$ cat config.mk
export PLATFORM = sky130hd
export DESIGN_NAME = switch_link_config_registers
export DESIGN_NICKNAME = d
export VERILOG_FILES = /design/src/link_regs_pkg.sv /design/src/switch_link_config_registers.sv
export VERILOG_INCLUDE_DIRS = /design/src
export SDC_FILE = /design/constraint.sdc
export NUM_CORES = 1
export LEC_CHECK = 0
export ABC_AREA = 1
export BUFFER_PORTS_ARGS = -buffer_cell sky130_fd_sc_hd__buf_2
export CORE_ASPECT_RATIO = 1.4
export CORE_MARGIN = 1.5
export CORE_UTILIZATION = 44
export DETAILED_ROUTE_END_ITERATION = 10
export PLACE_DENSITY = 0.72
export SYNTH_ARGS = -nofsm -noshare
export SYNTH_HDL_FRONTEND = slang
export SYNTH_SLANG_ARGS = --single-unit
$ cat constraint.sdc
create_clock -name clk -period 1.5 [get_ports clk]
set_input_delay 0.3 -clock clk [delete_from_list [all_inputs] [get_ports clk]]
set_output_delay 0.3 -clock clk [all_outputs]
set_load 0.01 [all_outputs]
$ cat src/link_regs_defines.svh
`ifndef LINK_REGS_DEFINES_SVH
`define LINK_REGS_DEFINES_SVH

`define NUM_LINKS        8
`define PROC_LINK_BASE   8'h40
`define EXT_LINK_BASE    8'h80
`define STATIC_FWD_BASE  8'ha0

`define PL_TYPE_MSB      25
`define PL_TYPE_LSB      24
`define PL_DEST_MSB      23
`define PL_DEST_LSB      16
`define PL_NET_MSB       5
`define PL_NET_LSB       4
`define PL_JUNK_BIT      2
`define PL_DST_BIT       1
`define PL_SRC_BIT       0

`define XL_EN_BIT        31
`define XL_WIDE_BIT      30
`define XL_ERR_BIT       27
`define XL_RXC_BIT       26
`define XL_TXC_BIT       25
`define XL_GREET_BIT     24
`define XL_RESYNC_BIT    23
`define XL_SYM_MSB       21
`define XL_SYM_LSB       11
`define XL_TOK_MSB       10
`define XL_TOK_LSB       0

`define SF_ON_BIT        31
`define SF_PROC_BIT      8
`define SF_CHAN_MSB      4
`define SF_CHAN_LSB      0

`define PL_USED_MASK     32'h03ff0037
`define XL_USED_MASK     32'hce3fffff
`define SF_USED_MASK     32'h8000011f

`define GAP_W            11
`define GAP_CNT_W        12
`define STATIC_SWAP      3'h2

`endif

$ cat src/link_regs_pkg.sv
`include "link_regs_defines.svh"

package link_regs_pkg;

  typedef enum logic [1:0] {
    BUS_IDLE = 2'h0,
    BUS_DONE = 2'h1
  } bus_state_t;

  typedef struct packed {
    bus_state_t                                bus;
    logic [31:0]                               rdata;
    logic [`NUM_LINKS-1:0][1:0]                net;
    logic [`NUM_LINKS-1:0]                     en;
    logic [`NUM_LINKS-1:0]                     wide;
    logic [`NUM_LINKS-1:0]                     rx_err;
    logic [`NUM_LINKS-1:0]                     rx_cred;
    logic [`NUM_LINKS-1:0]                     tx_cred;
    logic [`NUM_LINKS-1:0]                     greet;
    logic [`NUM_LINKS-1:0]                     resync;
    logic [`NUM_LINKS-1:0][`GAP_W-1:0]         sym_gap;
    logic [`NUM_LINKS-1:0][`GAP_W-1:0]         tok_gap;
    logic [`NUM_LINKS-1:0][`GAP_CNT_W-1:0]     gap_cnt;
    logic [`NUM_LINKS-1:0]                     sf_on;
    logic [`NUM_LINKS-1:0]                     sf_proc;
    logic [`NUM_LINKS-1:0][4:0]                sf_chan;
  } state_t;

endpackage : link_regs_pkg

$ cat src/switch_link_config_registers.sv
// Local design decision: the Avalon-MM interface to the registers.
`timescale 1ns/100ps
`include "link_regs_defines.svh"

module switch_link_config_registers (
  // clock and reset
  input  wire logic                                    clk,
  input  wire logic                                    arst_n,
  // avalon-mm slave, word addressed: address is the register index
  input  wire logic [7:0]                              address,
  input  wire logic                                    read,
  input  wire logic                                    write,
  input  wire logic [31:0]                             writedata,
  input  wire logic [3:0]                              byteenable,
  output logic [31:0]                                  readdata,
  output logic                                         waitrequest,
  // processor link status from the switch
  input  wire logic [`NUM_LINKS-1:0][1:0]              src_target_type,
  input  wire logic [`NUM_LINKS-1:0][7:0]              destination_link_number,
  input  wire logic [`NUM_LINKS-1:0]                   junk_packet,
  input  wire logic [`NUM_LINKS-1:0]                   dest_side_busy,
  input  wire logic [`NUM_LINKS-1:0]                   src_side_busy,
  output logic [`NUM_LINKS-1:0][1:0]                   proc_link_network,
  // external link control and status
  output logic [`NUM_LINKS-1:0]                        link_enable,
  output logic [`NUM_LINKS-1:0]                        link_width_select,
  output logic [`NUM_LINKS-1:0]                        greeting_token_send,
  output logic [`NUM_LINKS-1:0]                        receiver_resync,
  input  wire logic [`NUM_LINKS-1:0]                   rx_overflow,
  input  wire logic [`NUM_LINKS-1:0]                   rx_bad_token,
  input  wire logic [`NUM_LINKS-1:0]                   credit_issued,
  input  wire logic [`NUM_LINKS-1:0]                   credit_received,
  // transmit symbol pacing
  input  wire logic [`NUM_LINKS-1:0]                   sym_req,
  input  wire logic [`NUM_LINKS-1:0]                   sym_last,
  output logic [`NUM_LINKS-1:0]                        sym_ok,
  // static forwarding, indexed by link letter a..h
  output logic [`NUM_LINKS-1:0]                        static_forward_on,
  output logic [`NUM_LINKS-1:0]                        static_dest_processor,
  output logic [`NUM_LINKS-1:0][4:0]                   static_dest_chanend
);
  import link_regs_pkg::*;

  state_t      s;
  state_t      next_s;
  logic [31:0] cur_word;
  logic [31:0] wr_word;
  logic [2:0]  idx;
  logic        hit_pl;
  logic        hit_xl;
  logic        hit_sf;

  function automatic logic in_block(input logic [7:0] a, input logic [7:0] base);
    in_block = (a[7:3] == base[7:3]);
  endfunction : in_block

  function automatic logic [31:0] merge_lanes(input logic [31:0] old,
                                              input logic [31:0] wd,
                                              input logic [3:0]  be);
    logic [31:0] m;
    m = {{8{be[3]}}, {8{be[2]}}, {8{be[1]}}, {8{be[0]}}};
    merge_lanes = (old & ~m) | (wd & m);
  endfunction : merge_lanes

  // register i serves link letter i^2: c,d,a,b,g,h,e,f
  function automatic logic [2:0] static_link(input logic [2:0] i);
    static_link = i ^ `STATIC_SWAP;
  endfunction : static_link

  assign idx    = address[2:0];
  assign hit_pl = in_block(address, `PROC_LINK_BASE);
  assign hit_xl = in_block(address, `EXT_LINK_BASE);
  assign hit_sf = in_block(address, `STATIC_FWD_BASE);

  // one word view of the addressed register; everything unlisted stays zero
  always_comb begin
    cur_word = 32'h0;
    if (hit_pl) begin
      cur_word[`PL_TYPE_MSB:`PL_TYPE_LSB] = src_target_type[idx];
      if (src_side_busy[idx] || dest_side_busy[idx]) begin
        cur_word[`PL_DEST_MSB:`PL_DEST_LSB] = destination_link_number[idx];
      end
      cur_word[`PL_NET_MSB:`PL_NET_LSB] = s.net[idx];
      cur_word[`PL_JUNK_BIT] = junk_packet[idx];
      cur_word[`PL_DST_BIT]  = dest_side_busy[idx];
      cur_word[`PL_SRC_BIT]  = src_side_busy[idx];
    end else if (hit_xl) begin
      cur_word[`XL_EN_BIT]   = s.en[idx];
      cur_word[`XL_WIDE_BIT] = s.wide[idx];
      cur_word[`XL_ERR_BIT]  = s.rx_err[idx];
      cur_word[`XL_RXC_BIT]  = s.rx_cred[idx];
      cur_word[`XL_TXC_BIT]  = s.tx_cred[idx];
      cur_word[`XL_SYM_MSB:`XL_SYM_LSB] = s.sym_gap[idx];
      cur_word[`XL_TOK_MSB:`XL_TOK_LSB] = s.tok_gap[idx];
    end else if (hit_sf) begin
      cur_word[`SF_ON_BIT]   = s.sf_on[idx];
      cur_word[`SF_PROC_BIT] = s.sf_proc[idx];
      cur_word[`SF_CHAN_MSB:`SF_CHAN_LSB] = s.sf_chan[idx];
    end
  end

  // command bits read zero, so an unenabled lane can never fire them
  assign wr_word = merge_lanes(cur_word, writedata, byteenable);

  // pacing: a counter loaded with gap+1 after each symbol, send only at zero
  always_comb begin
    for (int i = 0; i < `NUM_LINKS; i++) begin
      sym_ok[i] = s.en[i] && sym_req[i] && (s.gap_cnt[i] == '0);
    end
  end

  always_comb begin
    next_s        = s;
    next_s.greet  = '0;
    next_s.resync = '0;

    // bus: one wait cycle, write lands and read data stands at the done edge
    case (s.bus)
      BUS_IDLE: begin
        if (read || write) begin
          next_s.bus = BUS_DONE;
          if (read) begin
            next_s.rdata = cur_word;
          end
        end
      end
      BUS_DONE: begin
        next_s.bus = BUS_IDLE;
        if (write && hit_pl) begin
          next_s.net[idx] = wr_word[`PL_NET_MSB:`PL_NET_LSB];
        end
        if (write && hit_xl) begin
          next_s.en[idx]      = wr_word[`XL_EN_BIT];
          next_s.wide[idx]    = wr_word[`XL_WIDE_BIT];
          next_s.greet[idx]   = wr_word[`XL_GREET_BIT];
          next_s.resync[idx]  = wr_word[`XL_RESYNC_BIT];
          next_s.sym_gap[idx] = wr_word[`XL_SYM_MSB:`XL_SYM_LSB];
          next_s.tok_gap[idx] = wr_word[`XL_TOK_MSB:`XL_TOK_LSB];
        end
        if (write && hit_sf) begin
          next_s.sf_on[idx]   = wr_word[`SF_ON_BIT];
          next_s.sf_proc[idx] = wr_word[`SF_PROC_BIT];
          next_s.sf_chan[idx] = wr_word[`SF_CHAN_MSB:`SF_CHAN_LSB];
        end
      end
      default: begin
        next_s.bus = BUS_IDLE;
      end
    endcase

    // link events: clears first, hardware sets last so a same-cycle set wins, except a credit on a disabled link or a credit received while greet is high
    for (int i = 0; i < `NUM_LINKS; i++) begin
      if (s.resync[i]) begin
        next_s.rx_err[i]  = 1'b0;
        next_s.rx_cred[i] = 1'b0;
      end
      if (s.greet[i]) begin
        next_s.tx_cred[i] = 1'b0;
      end
      if (!s.en[i]) begin
        next_s.rx_cred[i] = 1'b0;
        next_s.tx_cred[i] = 1'b0;
      end
      if (rx_overflow[i] || rx_bad_token[i]) begin
        next_s.rx_err[i] = 1'b1;
      end
      if (s.en[i] && credit_issued[i]) begin
        next_s.rx_cred[i] = 1'b1;
      end
      if (s.en[i] && credit_received[i] && !s.greet[i]) begin
        next_s.tx_cred[i] = 1'b1;
      end

      if (!s.en[i]) begin
        next_s.gap_cnt[i] = '0;
      end else if (sym_ok[i]) begin
        next_s.gap_cnt[i] = {1'b0, (sym_last[i] ? s.tok_gap[i] : s.sym_gap[i])}
                            + `GAP_CNT_W'(1);
      end else if (s.gap_cnt[i] != '0) begin
        next_s.gap_cnt[i] = s.gap_cnt[i] - `GAP_CNT_W'(1);
      end
    end
  end

  always_ff @(posedge clk or negedge arst_n) begin
    if (!arst_n) begin
      s <= '0;
    end else begin
      s <= next_s;
    end
  end

  assign readdata    = s.rdata;
  assign waitrequest = (read || write) && (s.bus != BUS_DONE);

  // enable also drives pin muxing of overlapping links downstream
  assign link_enable         = s.en;
  assign link_width_select   = s.wide;
  assign greeting_token_send = s.greet;
  assign receiver_resync     = s.resync;
  assign proc_link_network   = s.net;

  always_comb begin
    for (int i = 0; i < `NUM_LINKS; i++) begin
      static_forward_on[static_link(3'(i))]     = s.sf_on[i];
      static_dest_processor[static_link(3'(i))] = s.sf_proc[i];
      static_dest_chanend[static_link(3'(i))]   = s.sf_chan[i];
    end
  end

  // helper for gap checks on link 0: cycles since its last symbol
  logic [`GAP_CNT_W-1:0] since0;
  logic [`GAP_CNT_W-1:0] need0;
  logic                  armed0;

  always_ff @(posedge clk or negedge arst_n) begin
    if (!arst_n) begin
      since0 <= '0;
      need0  <= '0;
      armed0 <= 1'b0;
    end else if (!s.en[0]) begin
      armed0 <= 1'b0;
    end else if (sym_ok[0]) begin
      since0 <= '0;
      armed0 <= 1'b1;
      need0  <= {1'b0, (sym_last[0] ? s.tok_gap[0] : s.sym_gap[0])} + `GAP_CNT_W'(1);
    end else if (since0 != '1) begin
      since0 <= since0 + `GAP_CNT_W'(1);
    end
  end
endmodule : switch_link_config_registers

---- Yosys cells after proc, flatten, opt, wreduce, memory -nomap -nowiden ----
Cells that the tools add are included.
storage, ports and cells
  bits in registers ....................... 432
  output and inout bits ................... 145
  logic and storage cells ................. 379
cells by class
  bitwise operators ....................... 6
  multiplexer cells ....................... 161
  reduce and logical (&&, ||, !) cells .... 92
  magnitude comparators ................... 2
  equality and inequality tests ........... 30
  add/subtract/negate cells ............... 16
operators with widths
  cell                                                number
  2-to-1 mux 192 bit                                  2
  2-to-1 mux 12 bit                                   24
  bitwise mux 88 bit                                  2
  2-to-1 mux 11 bit                                   11
  adder 11 x 1 -> 12 bit, second input constant       8
  zero test 12 bit                                    8
  nonzero test 12 bit                                 8
  subtractor 12 x 1 -> 12 bit, second input constant  8
  2-to-1 mux 1 bit                                    74
  != test 3 x 2 -> 1 bit, second input constant       24
  binary-select mux 11 bit (select 3 bit)             2
  bitwise AND 32 bit                                  2
  logical AND 1 bit                                   45
  bitwise mux 40 bit                                  1
  2-to-1 mux 34 bit                                   1
  demux 11 bit (select 3 bit)                         1
  bitwise mux 8 bit                                   4
  2-to-1 mux 32 bit                                   1
  inverter 32 bit                                     1
  bitwise OR 32 bit                                   1
  binary-select mux 1 bit (select 3 bit)              10
  binary-select mux 8 bit (select 3 bit)              1
  2-to-1 mux 5 bit                                    4
  bitwise AND 8 bit                                   2
  other kinds (25)                                    62

---- Depth between registers and ports, before layout ----
Gate-level depths: netlist of run 1.
  depth in word-level cells ............... 10
  depth in mapped cells ................... 16

---- Worst setup path after synthesis of run 1 ----
Ideal clock, no wire load.
  path type ............................... input to register
  start point ............................. input sym_last[7]
  end point ............................... register s[150] (netlist name)
  stages .................................. 11
  buffers on the path ..................... 1
  required time ........................... 1.387 ns
  arrival time ............................ 1.682 ns
  library setup time ...................... 0.113 ns
  path slack .............................. -0.295 ns
  cells stage by stage .................... clkbuf_1 > o21ai_0 > inv_1 > ha_1 > nand4_1 > nor2_1 > nand3_1 > nand2_1 > nand3_1 > nand2_1 > inv_1
between the ends
  longest elaborated chain between the ends .. 4
RTL lines
  item                    line                                 RTL
  from (decl)             switch_link_config_registers.sv:35   input wire logic [`NUM_LINKS-1:0] sym_last,
  2-to-1 mux 11 bit       switch_link_config_registers.sv:177  next_s.gap_cnt[i] = {1'b0, (sym_last[i] ? s.tok_gap[i] : s.sym_gap[i])}
  adder 11 x 1 -> 12 bit  switch_link_config_registers.sv:177
  2-to-1 mux 12 bit       switch_link_config_registers.sv:176  end else if (sym_ok[i]) begin
  2-to-1 mux 12 bit       switch_link_config_registers.sv:174  if (!s.en[i]) begin
  to (signal assigned)    switch_link_config_registers.sv:189  s <= next_s;
  to (decl)               switch_link_config_registers.sv:44   state_t s;
No other way between the ends.
A chain may end at the register's enable or synchronous reset.

---- Worst setup path after layout of run 1 ----
  start point ............................. register s[96] (netlist name)
  end point ............................... output sym_ok[3]
between the ends
  longest elaborated chain between the ends .. 2
RTL lines
  item               line                                 RTL
  zero test 12 bit   switch_link_config_registers.sv:108  sym_ok[i] = s.en[i] && sym_req[i] && (s.gap_cnt[i] == '0);
  logical AND 1 bit  switch_link_config_registers.sv:108
  to (decl)          switch_link_config_registers.sv:36   output logic [`NUM_LINKS-1:0] sym_ok,
No other way between the ends.

==> qor.txt, run 1 <==
status - complete, but fails checks
violated checks - negative setup slack
number of global-route vias before repair - 31260
global-route wire length before repair - 176800 µm
layout net count - 5152
met1 usage - 42.19%
placeable core region - 0.05995 mm²
total congestion overflow - 0
total DRC errors in the routed layout - 0
fraction of met3 tracks used by global routing - 8.201%
Crit path buffers/inverters - 2
overall die area - 0.06243 mm²
RSZ-0062 raised after global routing - yes
most instantiated flip-flop cell in the synthesis netlist - sky130_fd_sc_hd__dfrtp_1
Pwr per Cell Area - 713.9 mW/mm²
flip-flop and latch count after synthesis - 431
Critical Path RT - 1200 ps
setup tns final - -62370 ps
Worst slew margin - 49.78%
Worst path slowest cell - sky130_fd_sc_hd__dfrtp_1
clk sinks - 431
fraction of layout instances using a drive strength above 1 - 46.12%
warnings from Yosys - 0
fin worst setup slack - -795.5 ps
number of DRC violations after detailed-routing iteration 0 - 3249
starting utilization of the core area - 44.72%
most frequent CP cell - sky130_fd_sc_hd__nor2_4
I/O pin total - 345
commonest cells after routing, fill and taps aside - sky130_fd_sc_hd__nand2_1 (1145), sky130_fd_sc_hd__buf_4 (708), sky130_fd_sc_hd__dfrtp_1 (416)
placer's final routability congestion estimate - 0.9844
critical register-to-register path endpoint - s[107]
count of distinct cell types in the synthesized netlist - 56
critical path startpoint category - flop
die height - 295.0 µm
part of the Yosys area used for sequential elements - 40.24%
Synth Area per Inst - 7.023 µm²
Setup Crit Path Kind - flop to primary output
Bufs on Longest Clock Path - 3
number of enable-type register cells in the synthesized netlist - 0
Setup-failing EPs final - 372
setup slack on the worst flop-to-flop path - -500 ps
maximum number of pins on one net before global-route repair - 60
number of nets with antenna violations after detailed routing - 0
total wire length - 127800 µm
share of the clock period used by the worst path - 153.0%
number of hold violations in the final report - 0
clock-pin transition on the worst setup and hold timing paths - 70 ps
DIE WIDTH - 211.6 µm
total instance count after detailed placement - 5449
actual transition at the worst max-transition pin - 753.3 ps
number of cell rows - 106
leakage power figure - 22.52 nW
CP Max Fanout - 2
CTS Root Buffer Type - sky130_fd_sc_hd__clkbuf_16
number of cells traversed by the worst register-to-register path - 12
Max VDD drop - 0.0008133 V
shortest period the worst path allows - 2296 ps
Worst Hold Path EP - s[432]
worst clock skew - 29.16 ps
relative area change from synthesis to final layout - 61.30%
start of the worst register-to-register path - s[104]
Worst Hold Class - input port to flop
drt via density - 5.665
global routing met2 resource utilization - 63.25%
Synth Instances - 3817
cell family with the largest share of critical-path delay - simple AND/OR/NAND/NOR gates
total iterations of the first detailed-routing run - 7
critical path endpoint category - primary output
via count - 32760
count of cells along the worst hold path - 3
Async SR Flop Fraction - 100.0%
H-Tree Level Count - 2
number of non-filler instances in the completed layout - 5783
HPWL after detailed placement - 86290 µm
final slew viol count - 0
peak clock frequency supported by timing - 435.6 MHz
post-synthesis cell area - 0.02681 mm²
crit-path max cell delay - 430 ps
GRT Resource Usage Total - 37.55%
max-capacitance violation count - 0
worst skew pair latency - 610 ps
Most Used Layer, Global Route - met2
antenna violations before repair - 7
count of port buffers added during placement - 336
startpoint of the lowest-slack hold path - read
total CTS buffers - 47
clock tree from TritonCTS - built
WL per Instance - 22.10 µm
sequence of cells on the critical path - nor2_4 -> inv_2 -> nor4_4 -> nand2_2 -> nor2_4 -> buf_6
worst slack at placement - -735.2 ps
leading cell type in the layout, fill and taps excluded - sky130_fd_sc_hd__nand2_1
Crit path arrival time - 2000 ps
-- how the worst max path moves through the flow --
stage,end,slack [ps],depth (start not counted),from
after CTS,sym_ok[0],-730,7,s[56]
after floorplan,s[156],-160,12,address[0]
final,sym_ok[3],-800,6,s[96]
after detailed placement,s[247],-740,14,address[2]
after global routing,sym_ok[1],-840,7,s[68]
after global placement,s[302],-720,14,address[1]
-- registers in the layout (all words and copies together), names as in the netlist --
signal                 count
s                        297
static_dest_chanend       40
readdata                  30
proc_link_network         16
greeting_token_send        8
link_enable                8
link_width_select          8
receiver_resync            8
static_dest_processor      8
static_forward_on          8
-- cell type report --
cell class,count,area [µm²]
flip-flops and latches,431,10800
well taps,810,1013
multi-input cells,2748,16890
fillers,4226,16710
inverters,370,1485
clock inverters,22,269.0
diodes,8,20.02
clock buffers,64,1393
repair buffers,1329,11350
repair inverters,1,8.758
-- cell families after synthesis --
group | synth area share, %
mux | 0.1120
buf+inv | 11.87
compound gates | 9.830
flops | 40.24
xor+xnor | 2.810
simple gates | 34.01
fa+ha+maj | 1.120
other cells | 0.01399
-- synth_stat cells, types with 11 or more instances --
library cell               count  area, µm²
sky130_fd_sc_hd__a22oi_1      14      105.1
sky130_fd_sc_hd__nand2_1    1370       5142
sky130_fd_sc_hd__buf_1        12      45.04
sky130_fd_sc_hd__buf_6        13      146.4
sky130_fd_sc_hd__inv_1       352       1321
sky130_fd_sc_hd__o211ai_1     17      127.6
sky130_fd_sc_hd__nor2_1      330       1239
sky130_fd_sc_hd__nor4_1       13      81.33
sky130_fd_sc_hd__xor2_1       55      481.7
sky130_fd_sc_hd__nor2_2       13      81.33
sky130_fd_sc_hd__buf_4       162       1216
sky130_fd_sc_hd__a21oi_1     113      565.5
sky130_fd_sc_hd__o22ai_1      39      244.0
sky130_fd_sc_hd__xnor2_1      31      271.5
sky130_fd_sc_hd__nand4_1      48      300.3
sky130_fd_sc_hd__or2_2        23      143.9
sky130_fd_sc_hd__o21ai_1      23      115.1
sky130_fd_sc_hd__a31oi_1      11      68.82
sky130_fd_sc_hd__buf_2        47      235.2
sky130_fd_sc_hd__dfrtp_1     431      10790
sky130_fd_sc_hd__nand3_1     255       1276
sky130_fd_sc_hd__o21ai_0     193      965.9
sky130_fd_sc_hd__nor3_1       55      275.3
sky130_fd_sc_hd__clkbuf_1     35      131.4
sky130_fd_sc_hd__inv_2        16      60.06
sky130_fd_sc_hd__nand3_2      12      120.1
sky130_fd_sc_hd__ha_1         24      300.3
sky130_fd_sc_hd__nand2_2      17      106.4
-- worst min-delay path: stages --
cell	delay, ps
sky130_fd_sc_hd__buf_2	100
sky130_fd_sc_hd__nor2_1	70
sky130_fd_sc_hd__nor2_1	100
-- what timing repair did --
item,4_1_cts,5_1_grt
setup buffers,117,150
setup endpoints to repair,462,501
pin swaps,197,279
resized for setup,501,782
hold buffers,33,0
hold endpoints to repair,299,0
gates cloned,5,7
-- per-layer routing --
layer,share of wire (%),vias up
met5,0,-
met4,9.3,0
met3,11,706
met2,47,2241
met1,33,15520
li1,-,14300
-- power breakdown --
| group | internal (mW) | leakage, nW | switching, mW |
|---|---|---|---|
| Combinational | 2.50 | 15.8 | 3.33 |
| Sequential | 11.9 | 5.86 | 0.247 |
| Clock | 7.53 | 0.828 | 5.39 |
| Total | 21.9 | 22.5 | 8.97 |
-- stage by stage --
| step | hold WS [ps] | util [%] | power [mW] | instance area, µm² |
|---|---|---|---|---|
| 2_1_floorplan | 4.409 | - | 14.36 | 27670 |
| 3_3_place_gp | 155.6 | 57.96 | 16.62 | 34750 |
| 3_5_place_dp | 154.2 | 57.96 | 16.66 | 34750 |
| 4_1_cts | 0.01549 | 65.71 | 29.81 | 39390 |
| 5_1_grt | 38.12 | 72.11 | 31.60 | 43230 |
| 6_report | 15.56 | 72.13 | 30.87 | 43240 |
(Power assumes the default switching activity.)
==> run 2, diff against run 1 <==
--- a/config.mk
+++ b/config.mk
@@ -16,3 +16,4 @@
 export SYNTH_ARGS = -nofsm -noshare
 export SYNTH_HDL_FRONTEND = slang
 export SYNTH_SLANG_ARGS = --single-unit
+export TNS_END_PERCENT = 5
==> run 2 against run 1 <==
The run still ends with negative setup slack left; highest routed layer is now met5; sequential power hardly changed; largest cell class unchanged; clock skew is 10 ps lower; combinational power is 15% lower; power is 2.6% lower; non-clock buffer count is 142 lower; first-iteration DRC count is 11% lower.
==> qor.txt, run 2 (synthesized netlist as in run 1, its figures left out) <==
critical register-to-register path endpoint - s[174]
leading cell type in the layout, fill and taps excluded - sky130_fd_sc_hd__nand2_1
I/O pin total - 345
global-route wire length before repair - 172000 µm
fin worst setup slack - -657.1 ps
Worst Hold Class - input port to flop
start of the worst register-to-register path - s[174]
final slew viol count - 0
number of cells traversed by the worst register-to-register path - 8
total wire length - 115200 µm
max-capacitance violation count - 0
register with the most flip-flops - s
via count - 30600
starting utilization of the core area - 44.72%
fill count - 4984
Bufs on Longest Clock Path - 3
total CTS buffers - 46
worst skew pair latency - 610 ps
placer's final routability congestion estimate - 1.015
Worst Setup EP - sym_ok[3]
setup tns final - -52080 ps
worst setup path startpoint - s[92]
Setup Crit Path Kind - flop to primary output
commonest cells after routing, fill and taps aside - sky130_fd_sc_hd__nand2_1 (1294), sky130_fd_sc_hd__buf_4 (662), sky130_fd_sc_hd__dfrtp_1 (421)
drt via density - 5.432
clk sinks - 431
Crit path arrival time - 1860 ps
overall die area - 0.06243 mm²
Worst slew margin - 45.05%
HPWL after detailed placement - 86590 µm
placeable core region - 0.05995 mm²
number of flip-flops under the largest register name - 297
number of nets with antenna violations after detailed routing - 0
Setup-failing EPs final - 356
shortest period the worst path allows - 2157 ps
clock-pin transition on the worst setup and hold timing paths - 60 ps
peak clock frequency supported by timing - 463.6 MHz
total iterations of the first detailed-routing run - 8
Critical Path RT - 1200 ps
total congestion overflow - 0
setup slack on the worst flop-to-flop path - -590 ps
critical path endpoint category - primary output
status - complete, but fails checks
die height - 295.0 µm
WL per Instance - 20.44 µm
H-Tree Level Count - 2
relative area change from synthesis to final layout - 45.72%
number of DRC violations after detailed-routing iteration 0 - 2900
antenna violations before repair - 10
worst clock skew - 18.90 ps
CTS Root Buffer Type - sky130_fd_sc_hd__clkbuf_16
share of the clock period used by the worst path - 143.8%
RSZ-0062 raised after global routing - yes
number of global-route vias before repair - 30630
critical path startpoint category - flop
maximum number of pins on one net before global-route repair - 70
violated checks - negative setup slack
total DRC errors in the routed layout - 0
DIE WIDTH - 211.6 µm
Pwr per Cell Area - 769.7 mW/mm²
actual transition at the worst max-transition pin - 815.6 ps
leakage power figure - 20.88 nW
number of hold violations in the final report - 0
clock tree from TritonCTS - built
count of port buffers added during placement - 336
number of cell rows - 106
Max VDD drop - 0.0007942 V
fraction of layout instances using a drive strength above 1 - 35.57%
CP Max Fanout - 3
GRT Resource Usage Total - 36.47%
layout net count - 5008
total instance count after detailed placement - 5450
number of non-filler instances in the completed layout - 5633
run 2: changes by cell type in the layout (fill, tap and decap cells not counted), sizes merged, moves of 4 or more:
cell / delta
diode: -4
bufinv: +5
buf: -139
clkbuf: -8
clkinv: -5
run 2: metrics by stage:
step / hold WS [ps] / util (%) / power, mW / cell area (µm²) / setup slack [ps]
CTS: 64.66 / 63.43 / 29.78 / 38030 / -728.4
finish: 96.50 / 65.16 / 30.07 / 39060 / -657.1
global placement: 178.0 / 57.06 / 16.55 / 34210 / -777.3
detailed placement: 186.9 / 57.06 / 16.59 / 34210 / -787.4
floorplan: 4.409 / - / 14.26 / 27070 / -157.8
global route: 108.6 / 65.15 / 30.91 / 39060 / -730.9
run 2: where the power goes:
| part | internal [mW] | switching, mW |
|---|---|---|
| combinational | 2.11 | 2.85 |
| clock | 7.85 | 5.16 |
| sequential | 11.9 | 0.236 |
| total | 21.8 | 8.24 |
run 2: timing repair:
action                                  4_1_cts  5_1_grt
pin swaps                                    86       78
gates cloned                                  3        0
resized for setup                           384      266
hold buffers                                 34        0
setup buffers                                39       20
endpoints found under the setup margin      450      488
endpoints found under the hold margin       210        0
run 2: layout make-up:
type	count	area, µm²	share of cell area (%)
repair buffers	1187	9703	24.84
repair inverters	1	11.26	0.02883
inverters	370	1440	3.687
clock inverters	23	384.1	0.9834
flip-flops and latches	431	10800	27.64
multi-input cells	2747	14400	36.86
well taps	810	1013	2.595
diodes	4	10.01	0.02563
clock buffers	60	1305	3.341
run 2: worst max-delay path, stage by stage (launching register included):
cell,delay (ps)
sky130_fd_sc_hd__dfrtp_1,390
sky130_fd_sc_hd__inv_2,80
sky130_fd_sc_hd__ha_4,140
sky130_fd_sc_hd__inv_4,40
sky130_fd_sc_hd__nor4_4,260
sky130_fd_sc_hd__nand2_2,130
sky130_fd_sc_hd__nor2_4,110
sky130_fd_sc_hd__buf_6,110
run 2: layer usage:
metal  track usage, %  vias up  part of all wire, %  routed length, µm
li1                 -    13980                    -                  -
met1            40.71    14330                   35              40040
met2            61.22     1796                   47              54260
met3            9.072      479                   10              11860
met4            24.98        8                  7.8               8953
met5                0        -                0.043                 50
run 2: worst min-delay path by stage:
stage                                   from                     end  slack [ps]  depth (start not counted)
after detailed placement              arst_n    static_forward_on[1]         190                          1
final                     src_target_type[1]            readdata[25]         100                          5
after CTS                         sym_req[2]                   s[83]          60                          3
after floorplan                       arst_n  greeting_token_send[0]           4                          0
after global routing              sym_req[7]                  s[143]         110                          4
after global placement                arst_n  static_dest_chanend[6]         180                          1
